$ cat src/verilog/puio_regs.vh
// Constants for the pump user I/O block
`ifndef PUIO_REGS_VH
`define PUIO_REGS_VH
// Start/stop behaviour codes
`define PUIO_MODE_TOGGLE 2'h0
`define PUIO_MODE_RISE_START 2'h1
`define PUIO_MODE_FALL_START 2'h2
`define PUIO_MODE_RESET 2'h0
// Direction codes
`define PUIO_DIR_REFILL 1'h0
`define PUIO_DIR_INFUSE 1'h1
// Input filter time in microseconds, and clock rate in MHz
`define PUIO_FILT_US 1000
`define PUIO_CLK_MHZ 100
`define PUIO_FILT_CYC (`PUIO_FILT_US * `PUIO_CLK_MHZ)
`endif

$ cat src/verilog/puio_filter.v
// Synchroniser, stability filter and edge detector for one user input
`timescale 1ns/1ps
module puio_filter
#(
   parameter FILT_CYC = 100000,
   parameter CW = 17
)
(
   // Clock and reset
   input wire core_clk,
   input wire rst,
   // Raw pin
   input wire pin,
   // Filtered level and edges
   output reg level,
   output reg rise,
   output reg fall
);

reg sync_a;
reg sync_b;
reg [CW-1:0] cnt;

// Two-stage synchroniser
always @(posedge core_clk or posedge rst)
begin
   if (rst)
   begin
      sync_a <= 1'h1;
      sync_b <= 1'h1;
   end
   else
   begin
      sync_a <= pin;
      sync_b <= sync_a;
   end
end

// Accept a new level only after it stays stable for FILT_CYC cycles
always @(posedge core_clk or posedge rst)
begin
   if (rst)
   begin
      cnt <= {CW{1'b0}};
      level <= 1'h1;
      rise <= 1'h0;
      fall <= 1'h0;
   end
   else
   begin
      rise <= 1'h0;
      fall <= 1'h0;
      if (sync_b == level)
      begin
         cnt <= {CW{1'b0}};
      end
      else if (cnt == FILT_CYC[CW-1:0] - {{(CW-1){1'b0}}, 1'b1})
      begin
         cnt <= {CW{1'b0}};
         level <= sync_b;
         rise <= sync_b;
         fall <= ~sync_b;
      end
      else
      begin
         cnt <= cnt + {{(CW-1){1'b0}}, 1'b1};
      end
   end
end

endmodule

$ cat src/verilog/puio_top.v
// Edge-driven user I/O logic of a syringe pump controller
`timescale 1ns/1ps
`include "puio_regs.vh"

////////////////////////////////////////////////////////////////////////////////
module puio_top
#(
   parameter FILT_CYC = `PUIO_FILT_CYC,
   parameter CW = 17
)
(
   // Clock and reset
   input wire core_clk,
   input wire rst,
   // User input pins
   input wire dir_pin,
   input wire trig_pin,
   input wire ss_pin,
   // Configuration
   input wire [1:0] ss_mode,
   // Trigger output control from program or serial command
   input wire trig_out_set,
   input wire trig_out_val,
   // Run control from the rest of the controller
   input wire run_stop_req,
   // Outputs
   output reg trig_out,
   output wire run_ind_n,
   output reg pump_dir,
   output reg running,
   output reg prog_event
);

// Internal signals
wire dir_rise;
wire dir_fall;
wire trig_rise;
wire trig_fall;
wire ss_rise;
wire ss_fall;
reg next_running;
reg [1:0] mode;
reg run_ind_q;

////////////////////////////////////////////////////////////////////////////////
// Input conditioning
puio_filter #(.FILT_CYC(FILT_CYC), .CW(CW)) u_dir
(
   .core_clk(core_clk),
   .rst(rst),
   .pin(dir_pin),
   .level(),
   .rise(dir_rise),
   .fall(dir_fall)
);

puio_filter #(.FILT_CYC(FILT_CYC), .CW(CW)) u_trig
(
   .core_clk(core_clk),
   .rst(rst),
   .pin(trig_pin),
   .level(),
   .rise(trig_rise),
   .fall(trig_fall)
);

puio_filter #(.FILT_CYC(FILT_CYC), .CW(CW)) u_ss
(
   .core_clk(core_clk),
   .rst(rst),
   .pin(ss_pin),
   .level(),
   .rise(ss_rise),
   .fall(ss_fall)
);

////////////////////////////////////////////////////////////////////////////////
// Mode register, toggle behaviour straight out of reset
always @(posedge core_clk or posedge rst)
begin
   if (rst)
   begin
      mode <= `PUIO_MODE_RESET;
   end
   else
   begin
      mode <= ss_mode;
   end
end

////////////////////////////////////////////////////////////////////////////////
// Direction register
always @(posedge core_clk or posedge rst)
begin
   if (rst)
   begin
      pump_dir <= `PUIO_DIR_INFUSE;
   end
   else if (dir_rise)
   begin
      pump_dir <= `PUIO_DIR_INFUSE;
   end
   else if (dir_fall)
   begin
      pump_dir <= `PUIO_DIR_REFILL;
   end
end

// Program event pulse on falling trigger edge only
always @(posedge core_clk or posedge rst)
begin
   if (rst)
   begin
      prog_event <= 1'h0;
   end
   else
   begin
      prog_event <= trig_fall;
   end
end

////////////////////////////////////////////////////////////////////////////////
// Start/stop decode per latched mode; code 3 leaves the pin without effect
always @*
begin
   next_running = running;
   case (mode)
      `PUIO_MODE_TOGGLE:
      begin
         if (ss_fall)
         begin
            next_running = ~running;
         end
      end
      `PUIO_MODE_RISE_START:
      begin
         if (ss_rise)
         begin
            next_running = 1'h1;
         end
         else if (ss_fall)
         begin
            next_running = 1'h0;
         end
      end
      `PUIO_MODE_FALL_START:
      begin
         if (ss_fall)
         begin
            next_running = 1'h1;
         end
         else if (ss_rise)
         begin
            next_running = 1'h0;
         end
      end
      default:
      begin
         next_running = running;
      end
   endcase
   // Internal run/stop request flips state when no pin edge changes it
   if (run_stop_req && (next_running == running))
   begin
      next_running = ~running;
   end
end

// Run state
always @(posedge core_clk or posedge rst)
begin
   if (rst)
   begin
      running <= 1'h0;
   end
   else
   begin
      running <= next_running;
   end
end

// Trigger output, low from reset
always @(posedge core_clk or posedge rst)
begin
   if (rst)
   begin
      trig_out <= 1'h0;
   end
   else if (trig_out_set)
   begin
      trig_out <= trig_out_val;
   end
end

////////////////////////////////////////////////////////////////////////////////
// Run indicator flop, switches on the same edge as the run state
always @(posedge core_clk or posedge rst)
begin
   if (rst)
   begin
      run_ind_q <= 1'h1;
   end
   else
   begin
      run_ind_q <= ~next_running;
   end
end

// Active-low run indicator, low while running
assign run_ind_n = run_ind_q;

endmodule
$ cat config.mk
export PLATFORM = sky130hd
export DESIGN_NAME = puio_top
export DESIGN_NICKNAME = d
export VERILOG_FILES = /design/src/verilog/puio_filter.v /design/src/verilog/puio_top.v
export VERILOG_INCLUDE_DIRS = /design/src /design/src/verilog
export SDC_FILE = /design/constraint.sdc
export NUM_CORES = 1
export LEC_CHECK = 0
export ABC_AREA = 1
export BUFFER_PORTS_ARGS = -buffer_cell sky130_fd_sc_hd__buf_2
export CAP_MARGIN = 20
export CORE_MARGIN = 2
export CORE_UTILIZATION = 65
export CTS_BUF_LIST = sky130_fd_sc_hd__clkbuf_16
export DETAILED_ROUTE_END_ITERATION = 6
export GPL_TIMING_DRIVEN = 0
export PLACE_DENSITY = 0.93
export SETUP_SLACK_MARGIN = 0.4
export SLEW_MARGIN = 20
export SYNTH_ARGS = -nofsm -noshare
export SYNTH_HDL_FRONTEND = slang
export SYNTH_HIERARCHICAL = 1
export SYNTH_SLANG_ARGS = --single-unit
$ cat constraint.sdc
create_clock -name core_clk -period 2.4 [get_ports core_clk]
set_clock_uncertainty 0.05 [all_clocks]
set_input_delay 0.24 -clock core_clk [delete_from_list [all_inputs] [get_ports core_clk]]
set_output_delay 0.24 -clock core_clk [all_outputs]
set_load 0.05 [all_outputs]
==> qor.txt <==
Worst Path Class, Setup -> reg -> reg
Layout cells sized above 1 -> 0.237
Area growth syn-to-layout -> 12.0%
Post-Syn Nets -> 536
CTS clk-pin slew, worst paths -> 60 ps
Clk_lat worst skew -> 330 ps
Diodes inserted -> 0
ANT nets after route -> 0
Final Hold Fails -> 0
RR Endpoint -> u_dir/cnt[10]
HPWL Detailed -> 5910 um
Warnings, synthesis -> 6
Largest net degree at the start of global routing -> 23
CTS resizes -> 0
Setup TNS -> 0 ps
TritonCTS Buffers -> 9
PwrDens -> 570 mW/mm^2
H-tree levels -> 3
Worst Hold Depth -> 2
R2R Path Start -> u_dir/sync_b
Setup WS post-layout -> 891 ps
Post-Syn Area -> 0.00408 mm^2
Final wirelength -> 8450 um
IO Pins -> 15
R2R cell count -> 5
Max-cap violation count -> 0
Worst Hold Class -> in -> reg
Final Wtd Congestion -> 0.895
Cell count after synthesis -> 522
Worst vdd ir -> 586 uV
Critical Path Fanout Max -> 9
Via count -> 3450
Initial antenna violation count -> 0
Pins over their slew limit -> 0
Clock sinks -> 72
First-pass GRT wire length -> 14700 um
Minimum clock period -> 1510 ps
Worst-Margin Slew -> 834 ps
Vert. Die Dim -> 83.2 um
Lkg Pwr -> 2.03 nW
Number of remaining DRC errors -> 0
WP data required -> 2570 ps
Unrepaired setup endpoints after global routing -> false
DR vias/cell -> 5.45
Core Region -> 0.00599 mm^2
First DRT Iteration DRCs -> 190
I/O Buffers -> 14
R2r setup slk -> 890 ps
Grt ovf -> 0
Endpoints failing setup -> 0
Drt first pass iters -> 5
CTS Buffer Depth -> 2
Setup crit start kind -> register
Number of global-route vias before repair -> 3355
GRT Resource Usage Total -> 0.264
Num rows -> 28
Worst hold path startpoint -> trig_out_val
Slew HR -> 0.444
Initial core utilization -> 0.680
Drt wl/cell -> 13.3 um
Final core utilization -> 0.762
Worst setup EP type -> register
Crit share post-route -> 0.629
Post-Syn Area per Cell -> 7.81 um^2
Hold Path End -> trig_out
Die area -> 0.00692 mm^2
Final nets -> 567
Worst EP arrival -> 1680 ps
CTS root buf -> clkbuf_16
DIE WIDTH -> 83.2 um
Worst slack, placed -> 880 ps
Max Freq -> 0.663 GHz
TritonCTS clock tree -> built
Status -> finished clean
==> worst max-delay path: stages, from the launching register on <==
cell	delay, ps
dfstp_2	570
nor2_1	60
nor2_2	400
inv_2	90
nand2_4	160
nor2_1	60
==> routing by layer <==
layer,vias up,track usage,share of wire
met2,132,0.427,0.50
li1,1685,-,-
met5,-,0,0
met3,19,0.0447,0.055
met1,1614,0.334,0.42
met4,0,0.151,0.025
==> sequential cells by signal, indices dropped and copies added (netlist names), 2 cells and up, named ones only <==
register,flops
u_trig/cnt,17
u_ss/cnt,17
mode,2
u_dir/cnt,17
==> final cells by class <==
| type | instances | area (um^2) |
|---|---|---|
| Fill cell | 402 | 1430 |
| Clock inverter | 7 | 40.0 |
| Clock buffer | 9 | 225 |
| Multi-Input combinational cell | 374 | 1970 |
| Timing Repair Buffer | 20 | 130 |
| Sequential cell | 72 | 1820 |
| Inverter | 76 | 289 |
| Tap cell | 75 | 93.8 |
==> placed cells by master (no fill, tap or decap), types with 4 or more instances in the layout <==
| cell type | n |
|---|---|
| clkbuf_16 | 9 |
| nor3_1 | 14 |
| inv_2 | 13 |
| inv_1 | 61 |
| xor2_1 | 9 |
| buf_2 | 14 |
| dlygate4sd3_1 | 6 |
| nor2_4 | 12 |
| nor2_1 | 103 |
| nand2_4 | 6 |
| ha_1 | 4 |
| nor2_2 | 25 |
| nand4_1 | 9 |
| nand2_1 | 107 |
| dfrtp_1 | 61 |
| nand3_1 | 34 |
| nand2_2 | 15 |
| dfstp_2 | 11 |
| o21bai_1 | 4 |
| nand3_2 | 12 |
==> worst max path at each step <==
| stage | to | cells after the start | startpoint | slack, ps |
|---|---|---|---|---|
| after global placement | u_dir/cnt[10] | 5 | u_dir/sync_b | 950 |
| after detailed placement | u_trig/cnt[7] | 5 | u_trig/sync_b | 880 |
| after floorplan | register | 6 | register | 1020 |
| after CTS | u_trig/cnt[7] | 5 | u_trig/sync_b | 870 |
| final | u_dir/cnt[10] | 5 | u_dir/sync_b | 890 |
| after global routing | u_trig/cnt[9] | 5 | u_trig/sync_b | 810 |
==> metrics by stage <==
stage | std cells | power [W] | cell area [um^2] | hold WS (ps)
after floorplan | 522 | 0.00139 | 4080 | -8.05
after global placement | 611 | 0.00142 | 4240 | 178
after detailed placement | 611 | 0.00143 | 4240 | 184
after CTS | 633 | 0.00263 | 4570 | 70.1
after global routing | 633 | 0.00270 | 4570 | 74.0
final | 633 | 0.00260 | 4570 | 76.3
==> repair_timing <==
| item | CTS | global route |
|---|---|---|
| hold endpoints to repair | 10 | 0 |
| hold buffers | 6 | 0 |
| setup endpoints to repair | 0 | 0 |
| setup buffers | 0 | 0 |
==> where the power goes <==
group | switching [W] | internal [W]
clock | 0.000498 | 0.000687
sequential | 0.0000235 | 0.00125
combinational | 0.000104 | 0.0000412
Power figures use the tool's default switching activity.
